### config.mk
export PLATFORM = sky130hd
export DESIGN_NAME = wwd_top
export DESIGN_NICKNAME = d
export VERILOG_FILES = /design/src/include/wwd_pkg.sv /design/src/rtl/wwd_cfg_decode.sv /design/src/rtl/wwd_top.sv
export VERILOG_INCLUDE_DIRS = /design/src /design/src/include
export SDC_FILE = /design/constraint.sdc
export NUM_CORES = 1
export LEC_CHECK = 0
export ABC_AREA = 1
export BUFFER_PORTS_ARGS = -buffer_cell sky130_fd_sc_hd__buf_2
export CORE_ASPECT_RATIO = 1.4
export CORE_UTILIZATION = 50
export CTS_BUF_LIST = sky130_fd_sc_hd__clkbuf_4 sky130_fd_sc_hd__clkbuf_8
export CTS_CLUSTER_SIZE = 16
export DETAILED_ROUTE_END_ITERATION = 16
export PLACE_DENSITY = 0.74
export SETUP_SLACK_MARGIN = 0.02
export SYNTH_ARGS = -nofsm -noshare
export SYNTH_HDL_FRONTEND = slang
export SYNTH_HIERARCHICAL = 1
export SYNTH_SLANG_ARGS = --single-unit
### constraint.sdc
create_clock -name clk -period 4.6 [get_ports clk]
set_input_delay 0.23 -clock clk [delete_from_list [all_inputs] [get_ports clk]]
set_output_delay 0.23 -clock clk [all_outputs]
set_load 0.005 [all_outputs]
### src/include/wwd_params.svh
// Overview of operation
// - a falling kick edge must land between lower and upper window bounds, else reset
// - at power-up kicks are ignored until the reset delay has expired
// - kicks are ignored while the reset output is held low
// - kicks are ignored while the straps disable the watchdog
// - on timeout the reset output is low for exactly the selected delay
// - when disabled the reset output stays released high once any running reset delay has ended
// - window bits and timeout strap together pick ratio, timeout or disable
// - timeout strap: capacitor, pull-up or open, the last two are presets
// - with capacitor timeout the lower bound comes from the window bits
// - reset delay strap: capacitor, pull-up or open preset delays
// - reset output is active low open drain, only ever pulled low
`ifndef WWD_PARAMS_SVH
`define WWD_PARAMS_SVH

`define WWD_CLK_PERIOD_NS   4
`define WWD_CNT_W           32
// strap codes
`define WWD_STRAP_CAP       2'h0
`define WWD_STRAP_PULLUP    2'h1
`define WWD_STRAP_OPEN      2'h2
// preset times in microseconds
`define WWD_TUP_PULLUP_US   1000
`define WWD_TUP_OPEN_US     200
`define WWD_TUP_CAP_US      400
`define WWD_TRST_PULLUP_US  10
`define WWD_TRST_OPEN_US    200
`define WWD_TRST_CAP_US     50
// window lower bound as upper bound divided by 2**shift
`define WWD_LOW_SHIFT_00    3
`define WWD_LOW_SHIFT_01    1
`define WWD_LOW_SHIFT_10    2

`endif

### src/include/wwd_pkg.sv
package wwd_pkg;
    typedef enum logic [3:0] {
        WWD_ST_INIT   = 4'h1,
        WWD_ST_WINDOW = 4'h2,
        WWD_ST_RESET  = 4'h4,
        WWD_ST_OFF    = 4'h8
    } wwd_state_t;
endpackage

### src/rtl/wwd_cfg_decode.sv
`timescale 1ns/1ps
`include "wwd_params.svh"
module wwd_cfg_decode
    import wwd_pkg::*;
(
    // straps
    input  wire logic [1:0]             timeout_strap,
    input  wire logic [1:0]             reset_delay_strap,
    input  wire logic                   window_cfg_bit0,
    input  wire logic                   window_cfg_bit1,
    input  wire logic [`WWD_CNT_W-1:0]  cap_upper_cycles,
    input  wire logic [`WWD_CNT_W-1:0]  cap_delay_cycles,
    // decoded timing
    output logic      [`WWD_CNT_W-1:0]  upper_cycles,
    output logic      [`WWD_CNT_W-1:0]  lower_cycles,
    output logic      [`WWD_CNT_W-1:0]  delay_cycles,
    output logic                        disabled
);
    function automatic logic [`WWD_CNT_W-1:0] us_to_cyc(input int us);
        us_to_cyc = `WWD_CNT_W'((us * 1000) / `WWD_CLK_PERIOD_NS);
    endfunction

    logic [1:0] cfg;
    assign cfg = {window_cfg_bit1, window_cfg_bit0};

    always_comb begin
        // window bits 11 disable the watchdog in every strap setting
        disabled = (cfg == 2'h3);
        case (timeout_strap)
            `WWD_STRAP_CAP:    upper_cycles = cap_upper_cycles;
            `WWD_STRAP_PULLUP: upper_cycles = us_to_cyc(`WWD_TUP_PULLUP_US);
            default:           upper_cycles = us_to_cyc(`WWD_TUP_OPEN_US);
        endcase
        // lower bound always follows the window bits, capacitor case too
        case (cfg)
            2'h0:    lower_cycles = upper_cycles >> `WWD_LOW_SHIFT_00;
            2'h1:    lower_cycles = upper_cycles >> `WWD_LOW_SHIFT_01;
            default: lower_cycles = upper_cycles >> `WWD_LOW_SHIFT_10;
        endcase
        case (reset_delay_strap)
            `WWD_STRAP_CAP:    delay_cycles = cap_delay_cycles;
            `WWD_STRAP_PULLUP: delay_cycles = us_to_cyc(`WWD_TRST_PULLUP_US);
            default:           delay_cycles = us_to_cyc(`WWD_TRST_OPEN_US);
        endcase
    end
endmodule

### src/rtl/wwd_top.sv
`timescale 1ns/1ps
`include "wwd_params.svh"
module wwd_top
    import wwd_pkg::*;
#(
    parameter logic [`WWD_CNT_W-1:0] CAP_UPPER_CYCLES =
        `WWD_CNT_W'((`WWD_TUP_CAP_US * 1000) / `WWD_CLK_PERIOD_NS),
    parameter logic [`WWD_CNT_W-1:0] CAP_DELAY_CYCLES =
        `WWD_CNT_W'((`WWD_TRST_CAP_US * 1000) / `WWD_CLK_PERIOD_NS)
) (
    // clock and reset
    input  wire logic        clk,
    input  wire logic        rst,
    // straps
    input  wire logic [1:0]  timeout_strap,
    input  wire logic [1:0]  reset_delay_strap,
    input  wire logic        window_cfg_bit0,
    input  wire logic        window_cfg_bit1,
    // kick
    input  wire logic        kick_input,
    // open-drain reset pin
    output logic             timeout_reset_out_n,
    output logic             timeout_reset_oe
);
    logic [`WWD_CNT_W-1:0] upper_cycles;
    logic [`WWD_CNT_W-1:0] lower_cycles;
    logic [`WWD_CNT_W-1:0] delay_cycles;
    logic                  disabled;
    wwd_state_t            state;
    wwd_state_t            next_state;
    logic [`WWD_CNT_W-1:0] count;
    logic                  kick_prev;
    logic                  kick_fall;
    logic                  early;
    logic                  late;
    logic                  delay_done;
    logic                  kick_edge;
    logic [`WWD_CNT_W-1:0] low_run;

    wwd_cfg_decode u_dec (
        .timeout_strap     (timeout_strap),
        .reset_delay_strap (reset_delay_strap),
        .window_cfg_bit0   (window_cfg_bit0),
        .window_cfg_bit1   (window_cfg_bit1),
        .cap_upper_cycles  (CAP_UPPER_CYCLES),
        .cap_delay_cycles  (CAP_DELAY_CYCLES),
        .upper_cycles      (upper_cycles),
        .lower_cycles      (lower_cycles),
        .delay_cycles      (delay_cycles),
        .disabled          (disabled)
    );

    always_ff @(posedge clk) begin
        if (rst) begin
            kick_prev <= 1'b0;
        end else begin
            kick_prev <= kick_input;
        end
    end

    // raw falling edge on the pin, before any state filtering
    assign kick_edge  = kick_prev & ~kick_input;
    // kicks only count while windowing: not during init, reset or disable
    assign kick_fall  = kick_edge & (state == WWD_ST_WINDOW);
    assign early      = kick_fall & (count < lower_cycles);
    assign late       = (count >= upper_cycles - `WWD_CNT_W'(1));
    assign delay_done = (count >= delay_cycles - `WWD_CNT_W'(1));

    always_comb begin
        next_state = state;
        case (state)
            WWD_ST_INIT: begin
                if (delay_done) begin
                    next_state = disabled ? WWD_ST_OFF : WWD_ST_WINDOW;
                end
            end
            WWD_ST_WINDOW: begin
                if (disabled) begin
                    next_state = WWD_ST_OFF;
                end else if (early || (late && !kick_fall)) begin
                    next_state = WWD_ST_RESET;
                end
            end
            WWD_ST_RESET: begin
                if (delay_done) begin
                    next_state = disabled ? WWD_ST_OFF : WWD_ST_WINDOW;
                end
            end
            WWD_ST_OFF: begin
                if (!disabled) begin
                    next_state = WWD_ST_WINDOW;
                end
            end
            default: next_state = WWD_ST_INIT;
        endcase
    end

    always_ff @(posedge clk) begin
        if (rst) begin
            state <= WWD_ST_INIT;
        end else begin
            state <= next_state;
        end
    end

    // counter restarts on each state change and each accepted kick
    always_ff @(posedge clk) begin
        if (rst) begin
            count <= `WWD_CNT_W'(0);
        end else if (next_state != state || kick_fall) begin
            count <= `WWD_CNT_W'(0);
        end else if (state != WWD_ST_OFF) begin
            count <= count + `WWD_CNT_W'(1);
        end
    end

    // pin driven low only while in reset state; high level from external pull-up
    always_ff @(posedge clk) begin
        if (rst) begin
            timeout_reset_out_n <= 1'b1;
            timeout_reset_oe    <= 1'b0;
        end else begin
            timeout_reset_out_n <= (next_state != WWD_ST_RESET);
            timeout_reset_oe    <= (next_state == WWD_ST_RESET);
        end
    end

    // length of the current low pulse on the reset pin
    always_ff @(posedge clk) begin
        if (rst) begin
            low_run <= `WWD_CNT_W'(0);
        end else if (timeout_reset_out_n) begin
            low_run <= `WWD_CNT_W'(0);
        end else begin
            low_run <= low_run + `WWD_CNT_W'(1);
        end
    end

    // pin behaviour and kick filtering
    a_pin_consistent: assert property (@(posedge clk) disable iff (rst)
        timeout_reset_oe == !timeout_reset_out_n)
        else $error("open-drain output drives high");
    a_off_released: assert property (@(posedge clk) disable iff (rst)
        (state == WWD_ST_OFF) |-> timeout_reset_out_n)
        else $error("reset asserted while disabled");
    a_late_resets: assert property (@(posedge clk) disable iff (rst)
        (state == WWD_ST_WINDOW && !disabled && late && !kick_fall) |=> !timeout_reset_out_n)
        else $error("missed kick did not reset");
    a_early_resets: assert property (@(posedge clk) disable iff (rst)
        (state == WWD_ST_WINDOW && !disabled && early) |=> !timeout_reset_out_n)
        else $error("early kick did not reset");
    a_good_kick: assert property (@(posedge clk) disable iff (rst)
        (state == WWD_ST_WINDOW && !disabled && kick_fall && !early) |=> count == 0)
        else $error("window not restarted on kick");
    a_reset_ignores: assert property (@(posedge clk) disable iff (rst)
        (state == WWD_ST_RESET && kick_edge && next_state == WWD_ST_RESET)
        |=> count == $past(count) + `WWD_CNT_W'(1))
        else $error("kick restarted timing during reset");
    a_init_ignores: assert property (@(posedge clk) disable iff (rst)
        (state == WWD_ST_INIT && kick_edge && next_state == WWD_ST_INIT)
        |=> timeout_reset_out_n && count == $past(count) + `WWD_CNT_W'(1))
        else $error("kick accepted during power-up");
    a_off_ignores: assert property (@(posedge clk) disable iff (rst)
        (state == WWD_ST_OFF && kick_edge && disabled)
        |=> state == WWD_ST_OFF && timeout_reset_out_n)
        else $error("kick accepted while disabled");
    a_delay_length: assert property (@(posedge clk) disable iff (rst)
        (state == WWD_ST_RESET && count < delay_cycles - 1) |=> state == WWD_ST_RESET)
        else $error("reset delay ended early");
    a_decode_off: assert property (@(posedge clk) disable iff (rst)
        (window_cfg_bit0 && window_cfg_bit1 && state == WWD_ST_WINDOW) |=> state == WWD_ST_OFF)
        else $error("disable strap not honoured");

    // pin, delay and restart timing
    a_low_in_reset: assert property (@(posedge clk) disable iff (rst)
        (state == WWD_ST_RESET) |-> !timeout_reset_out_n && timeout_reset_oe)
        else $error("reset pin released during reset delay");
    a_high_outside: assert property (@(posedge clk) disable iff (rst)
        (state != WWD_ST_RESET) |-> timeout_reset_out_n && !timeout_reset_oe)
        else $error("reset pin pulled low outside reset delay");
    a_delay_exact: assert property (@(posedge clk) disable iff (rst)
        $rose(timeout_reset_out_n) |-> low_run == delay_cycles)
        else $error("reset pulse length differs from selected delay");
    a_late_bound: assert property (@(posedge clk) disable iff (rst)
        (state == WWD_ST_WINDOW && !disabled && !early
            && count < upper_cycles - `WWD_CNT_W'(1)) |=> state == WWD_ST_WINDOW)
        else $error("reset before upper window bound");
    a_window_counts: assert property (@(posedge clk) disable iff (rst)
        (state == WWD_ST_WINDOW && next_state == WWD_ST_WINDOW && !kick_fall)
        |=> count == $past(count) + `WWD_CNT_W'(1))
        else $error("window timer did not advance");
    a_restart_window: assert property (@(posedge clk) disable iff (rst)
        (state != WWD_ST_WINDOW && next_state == WWD_ST_WINDOW)
        |=> state == WWD_ST_WINDOW && count == `WWD_CNT_W'(0))
        else $error("window not restarted on entry");
    a_init_length: assert property (@(posedge clk) disable iff (rst)
        (state == WWD_ST_INIT && count < delay_cycles - `WWD_CNT_W'(1))
        |=> state == WWD_ST_INIT)
        else $error("power-up delay ended early");
    a_init_to_window: assert property (@(posedge clk) disable iff (rst)
        (state == WWD_ST_INIT && delay_done && !disabled) |=> state == WWD_ST_WINDOW)
        else $error("supervision not started after power-up delay");
    a_reset_to_window: assert property (@(posedge clk) disable iff (rst)
        (state == WWD_ST_RESET && delay_done && !disabled) |=> timeout_reset_out_n)
        else $error("reset pin held past the delay");
    a_off_frozen: assert property (@(posedge clk) disable iff (rst)
        (state == WWD_ST_OFF && disabled) |=> count == $past(count))
        else $error("timer ran while disabled");

    c_timeout: cover property (@(posedge clk) disable iff (rst)
        state == WWD_ST_WINDOW ##1 state == WWD_ST_RESET);
    c_good_kick: cover property (@(posedge clk) disable iff (rst)
        state == WWD_ST_WINDOW && kick_fall && !early);
    c_reset_end: cover property (@(posedge clk) disable iff (rst)
        state == WWD_ST_RESET ##1 state == WWD_ST_WINDOW);
    c_disabled: cover property (@(posedge clk) disable iff (rst)
        state == WWD_ST_OFF);
    c_early_kick: cover property (@(posedge clk) disable iff (rst)
        state == WWD_ST_WINDOW && early);
endmodule

==> results.cfg, run 1 <==
[critical_path]
slowest_stage = nand2_2
max_stage_delay_ns = 0.46
cp.required_ns = 4.76
path_common_cell = nand2_1
arrival_ns = 3.86
critPathLaunchType = input pin
critPathMaxFanout = 32
critPathCaptureType = flop
crit_type = in -> reg

[synth]
synth_area_per_cell_um2 = 6.128
synth_compound_area_share_pct = 6.018
netlist_area_um2 = 6778
yosys.area.top_type = ha_1
synth_enable_flop_cells = 0
ys_ff_latch = 39
synth_top_cells_by_count = nand2_1 (197), inv_1 (194), nor2_1 (168)
synth_fa_ha_area_share_pct = 18.09
synth_cell_types = 41
yosys.area_share.simple_pct = 40.04
synth.most_common_cell = nand2_1
synth_warnings = 6
ys.flop_type = dfxtp_1
synth_top_area_share_pct = 18.09
syn_inst = 1106
async_flop_share_pct = 0
synth_xor_area_share_pct = 10.73
yosysSeqAreaShare_pct = 11.52
synth_top_family_by_area = simple AND/OR/NAND/NOR gates
synth_area_leaders = ha_1 (18%), dfxtp_1 (12%), nand2_1 (11%)
synth_mux_area_share_pct = 0.1477

[floorplanning]
rows = 50
io_pins = 11
die_area_um2 = 14030
die_h_um = 139.8
initial_core_util_pct = 50.86
die_x_um = 100.4
core_region_area_um2 = 13330

[clock_network]
clk_pin_slew_worst_paths_ns = 0.07
htreeDepth = 2
clock_path_buffers = 2
cts_tree = done
postCtsSetupBuffers = 0
cts_inserted_buffers = 5
cts_resized = 0
clock-sinks = 39
hold_buffers = 0
root_buffer = clkbuf_8
clock_latency_ns = 0.30

[drt]
ant_nets = 0
drt-total-wl_mm = 14.35
drt-pass1-iter-count = 6
drc = 0
vias = 6510
wl_per_cell_um = 10.23
drt_iter0_drc = 169
avgViaCountPerCell = 4.640

[timing]
report.final.slew_viol_count = 0
tns_ns = 0
rsz0062_at_grt = no
hold_viol = 0
tightest_slew_ns = 0.6942
fmax_mhz = 270.3
finalCriticalPeriod_ns = 3.700
skew_ns = 0.004159
setup_viol = 0
fin_crit_sh_pct = 80.44
slew_headroom_pct = 53.67

[power_and_ir_drop]
max-vdd-ir-drop_mv = 0.08359
p_per_area_nw_per_um2 = 119.7
p_leak_nw = 3.834
p_total_mw = 0.8923

[min_path]
hp-class = in -> reg

[layout]
fin_nets = 1327
nFillCells = 1384
drive_above_1_share_pct = 5.405
num_antenna_cells = 0
areaGrowthSynthToFinish_pct = 9.950

[grt]
grt_max_degree = 53
track_usage_pct = 21.59
antenna_found_initial = 0
grt_overflow = 0
first_global_vias = 5810
grt_pass1_wl_mm = 25.16

[run_status]
status = finished clean

[place]
place_congestion = 0.8987
port_buffers = 10
hpwlAfterDp_mm = 12.08

[job]
cap_viol_max_count = 0
[cell usage in the layout, fill, tap and decap left out, drive strengths merged, types with 3 or more instances in the layout]
master,instances
nor4,10
xor2,50
conb,122
nand3,130
nand3b,4
clkbuf,7
or2,3
dfxtp,39
nand2,205
inv,195
o21a,4
nand4,21
ha,98
nor3,24
xnor2,33
o21ai,15
buf,14
nor2,185
a21oi,48
[power by group]
| part | internal (mW) | switching [mW] | total, mW | leakage [nW] |
|---|---|---|---|---|
| logic | 0.104 | 0.202 | 0.306 | 3.47 |
| registers | 0.342 | 0.00876 | 0.351 | 0.315 |
| clock network | 0.118 | 0.117 | 0.235 | 0.0491 |
[sequential cells by signal (all words and copies together), names as in the netlist]
name                 count
count                   32
kick_prev                1
state                    4
timeout_reset_oe         1
timeout_reset_out_n      1
[area by class of cell]
cell class / instances / area [um2] / share of cell area (%)
inverter: 195 / 732.0 / 9.822
sequential: 39 / 780.7 / 10.48
tap: 182 / 227.7 / 3.056
multi-input combinational: 965 / 5543 / 74.38
timing repair buffer: 14 / 80.08 / 1.075
clock inverter: 1 / 5.005 / 0.06716
clock buffer: 7 / 83.83 / 1.125
[through the flow]
stage	std cells	worst slack, ns	util (%)	hold WS, ns	cell area [um2]
floorplan	1225	1.368	-	0.3024	7224
global placement	1395	0.7012	55.26	0.4431	7363
detailed placement	1395	0.5976	55.26	0.4395	7363
CTS	1403	0.8947	55.92	0.1221	7452
global route	1403	0.3028	55.92	0.1286	7452
finish	1403	0.8999	55.92	0.1316	7452
[routing by layer]
layer / track usage [%] / vias to the layer above / share of wire (%)
li1: - / 3634 / -
met1: 26.39 / 2802 / 46
met2: 39.65 / 53 / 50
met3: 0.9041 / 21 / 1.6
met4: 7.323 / 0 / 2.3
met5: 0 / - / 0
[critical path, delay by kind of cell]
family                     cells  cell delay (ns)
xor gates and xnor gates       1             0.16
adders and majority gates      1             0.29
and+or+nand+nor               20             2.48
buffers and inverters          3             0.50
AOI/OAI and AO/OA              1             0.17
[logic make-up (layout without fill, tap and decap cells)]
kind of cell               count (synthesis)  in the layout
muxes                                      1              1
AOI/OAI and AO/OA                         75             75
DFF                                       39             39
buffers and inverters                    221            217
and+or+nand+nor                          586            586
other                                      3            122
adders and majority gates                 98             98
xor gates and xnor gates                  83             83
[final timing paths]
path                          from                      to  slack [ns]  cells after the start
min                            rst    kick_prev$_SDFF_PP0_        0.13                      2
min reg2reg    state[0]$_SDFF_PP1_     state[0]$_SDFF_PP1_        0.63                      2
max               timeout_strap[1]  count[18]$_SDFFE_PP0P_        0.90                     26
max reg2reg  count[2]$_SDFFE_PP0P_  count[18]$_SDFFE_PP0P_        1.85                     19
Power figures use the tool's default switching activity.
==> run 2, diff against run 1 <==
==> constraint.sdc (replaced) <==
create_clock -name clk -period 3.65 [get_ports clk]
set_input_delay 0.1825 -clock clk [delete_from_list [all_inputs] [get_ports clk]]
set_output_delay 0.1825 -clock clk [all_outputs]
set_load 0.005 [all_outputs]
==> run 2 against run 1 <==
  * Non-clock buffer count rose by 8
  * Register-to-register slack got worse by 0.73 ns
  * Critical path type unchanged
  * Power grew 26%
==> results.cfg, run 2 (synthesis results as in run 1) <==
[floorplanning]
die_area_um2 = 14030
initial_core_util_pct = 50.86
io_pins = 11
die_h_um = 139.8
core_region_area_um2 = 13330
die_x_um = 100.4
rows = 50

[layout]
nFillCells = 1353
max_flop_register = count
areaGrowthSynthToFinish_pct = 10.87
drive_above_1_share_pct = 5.945
utilization_pct = 56.39
stdcell_count = 1410
final_common_cell = nand2_1
largestRegisters = count (32), state (4)
largest_reg_flops = 32
fin_nets = 1335
layout_common_cells = nand2_1 (197), inv_1 (194), nor2_1 (168)
num_antenna_cells = 0

[timing]
slew_headroom_pct = 63.72
tns_ns = 0
fmax_mhz = 304.1
finalCriticalPeriod_ns = 3.289
setup_viol = 0
worst_slack_ns = 0.3614
report.final.slew_viol_count = 0
fin_crit_sh_pct = 90.10
hold_viol = 0
tightest_slew_ns = 0.5442
skew_ns = 0.002035
rsz0062_at_grt = no

[min_path]
hold_start = rst
hp-class = in -> reg

[clock_network]
clock_path_buffers = 2
clock-sinks = 39
clk_pin_slew_worst_paths_ns = 0.07
htreeDepth = 2
root_buffer = clkbuf_8
hold_buffers = 0
clock_latency_ns = 0.30
postCtsSetupBuffers = 0
cts_resized = 0
cts_inserted_buffers = 5
cts_tree = done

[drt]
wl_per_cell_um = 10.49
wl_met2_mm = 7.663
drc = 0
drt_iter0_drc = 187
ant_nets = 0
highest-signal-layer = met4
drt-pass1-iter-count = 4
drt-total-wl_mm = 14.79
met1_length_mm = 6.786
dr_wl_met3_um = 135
avgViaCountPerCell = 4.697
vias = 6623

[power_and_ir_drop]
p_leak_nw = 3.872
p_total_mw = 1.129
max-vdd-ir-drop_mv = 0.1237
p_per_area_nw_per_um2 = 150.2

[critical_path]
arrival_ns = 3.47
critPathLaunchType = input pin
critPathMaxFanout = 32
crit_type = in -> reg
regToRegStartpoint = count[2]$_SDFFE_PP0P_
critPathCaptureType = flop
crit_start = timeout_strap[1]
cp.required_ns = 3.83

[grt]
first_global_vias = 5995
grt_max_degree = 61
track_usage_pct = 22.19
grt_overflow = 0
grt_pass1_wl_mm = 25.67
antenna_found_initial = 0

[place]
hpwlAfterDp_mm = 12.48
pre_cts_slack_ns = -0.01511
port_buffers = 10
place_congestion = 0.8831
placedCellCount = 1403

[job]
cap_viol_max_count = 0

[run_status]
status = finished clean
[run 2: changes by cell type in the layout (fill, tap and decap cells not counted)]
cell / delta
clkbuf_4: -2
buf_6: +1
clkbuf_8: +1
buf_4: +7
[run 2: where the power goes]
part | total, mW | internal (mW) | switching [mW]
Clock | 0.290 | 0.148 | 0.142
Combinational | 0.397 | 0.138 | 0.259
Sequential | 0.442 | 0.431 | 0.0109
Total | 1.13 | 0.717 | 0.412
[run 2: metrics by stage]
stage / instance area (um2) / hold slack (ns)
2_1_floorplan: 7224 / 0.2549
3_3_place_gp: 7423 / 0.3881
3_5_place_dp: 7423 / 0.3938
4_1_cts: 7511 / 0.07504
5_1_grt: 7515 / 0.08283
6_report: 7515 / 0.08356
[run 2: worst paths after layout]
path,endpoint,slack [ns],depth (start not counted)
setup reg to reg,count[5]$_SDFFE_PP0P_,1.12,20
setup / recovery,count[5]$_SDFFE_PP0P_,0.36,27
hold reg to reg,count[31]$_SDFFE_PP0P_,0.63,2
hold / removal,kick_prev$_SDFF_PP0_,0.08,2
[run 2: layout make-up]
class | count | area (um2) | area share, %
multi-input combinational | 965 | 5543 | 73.76
tap | 182 | 227.7 | 3.030
clock buffer | 6 | 82.58 | 1.099
sequential | 39 | 780.7 | 10.39
timing repair buffer | 22 | 143.9 | 1.915
inverter | 195 | 732.0 | 9.740
clock inverter | 1 | 5.005 | 0.06660
[run 2: worst max-delay path, stage by stage]
cell	delay, ns
buf_2	0.14
nor2_4	0.13
nand2_2	0.12
nor3_1	0.19
nand3_1	0.14
nor2_2	0.16
nand2_2	0.10
nor3_1	0.30
nand2_1	0.11
xor2_1	0.16
ha_1	0.29
nand2_1	0.05
nor2_1	0.12
nand4_1	0.12
nor2_1	0.12
nor2_1	0.05
nand2_1	0.07
nand2_1	0.05
nand2_1	0.06
nand2_1	0.04
nand2_1	0.08
nor2_1	0.05
o21ai_0	0.15
nor2_1	0.07
nand2_2	0.07
buf_6	0.24
nor2_1	0.08
[run 2: metal layers]
metal	track usage [%]	vias up
met5	0	-
met4	6.331	0
met3	0.8036	15
met2	41.96	36
met1	26.65	2922
li1	-	3650
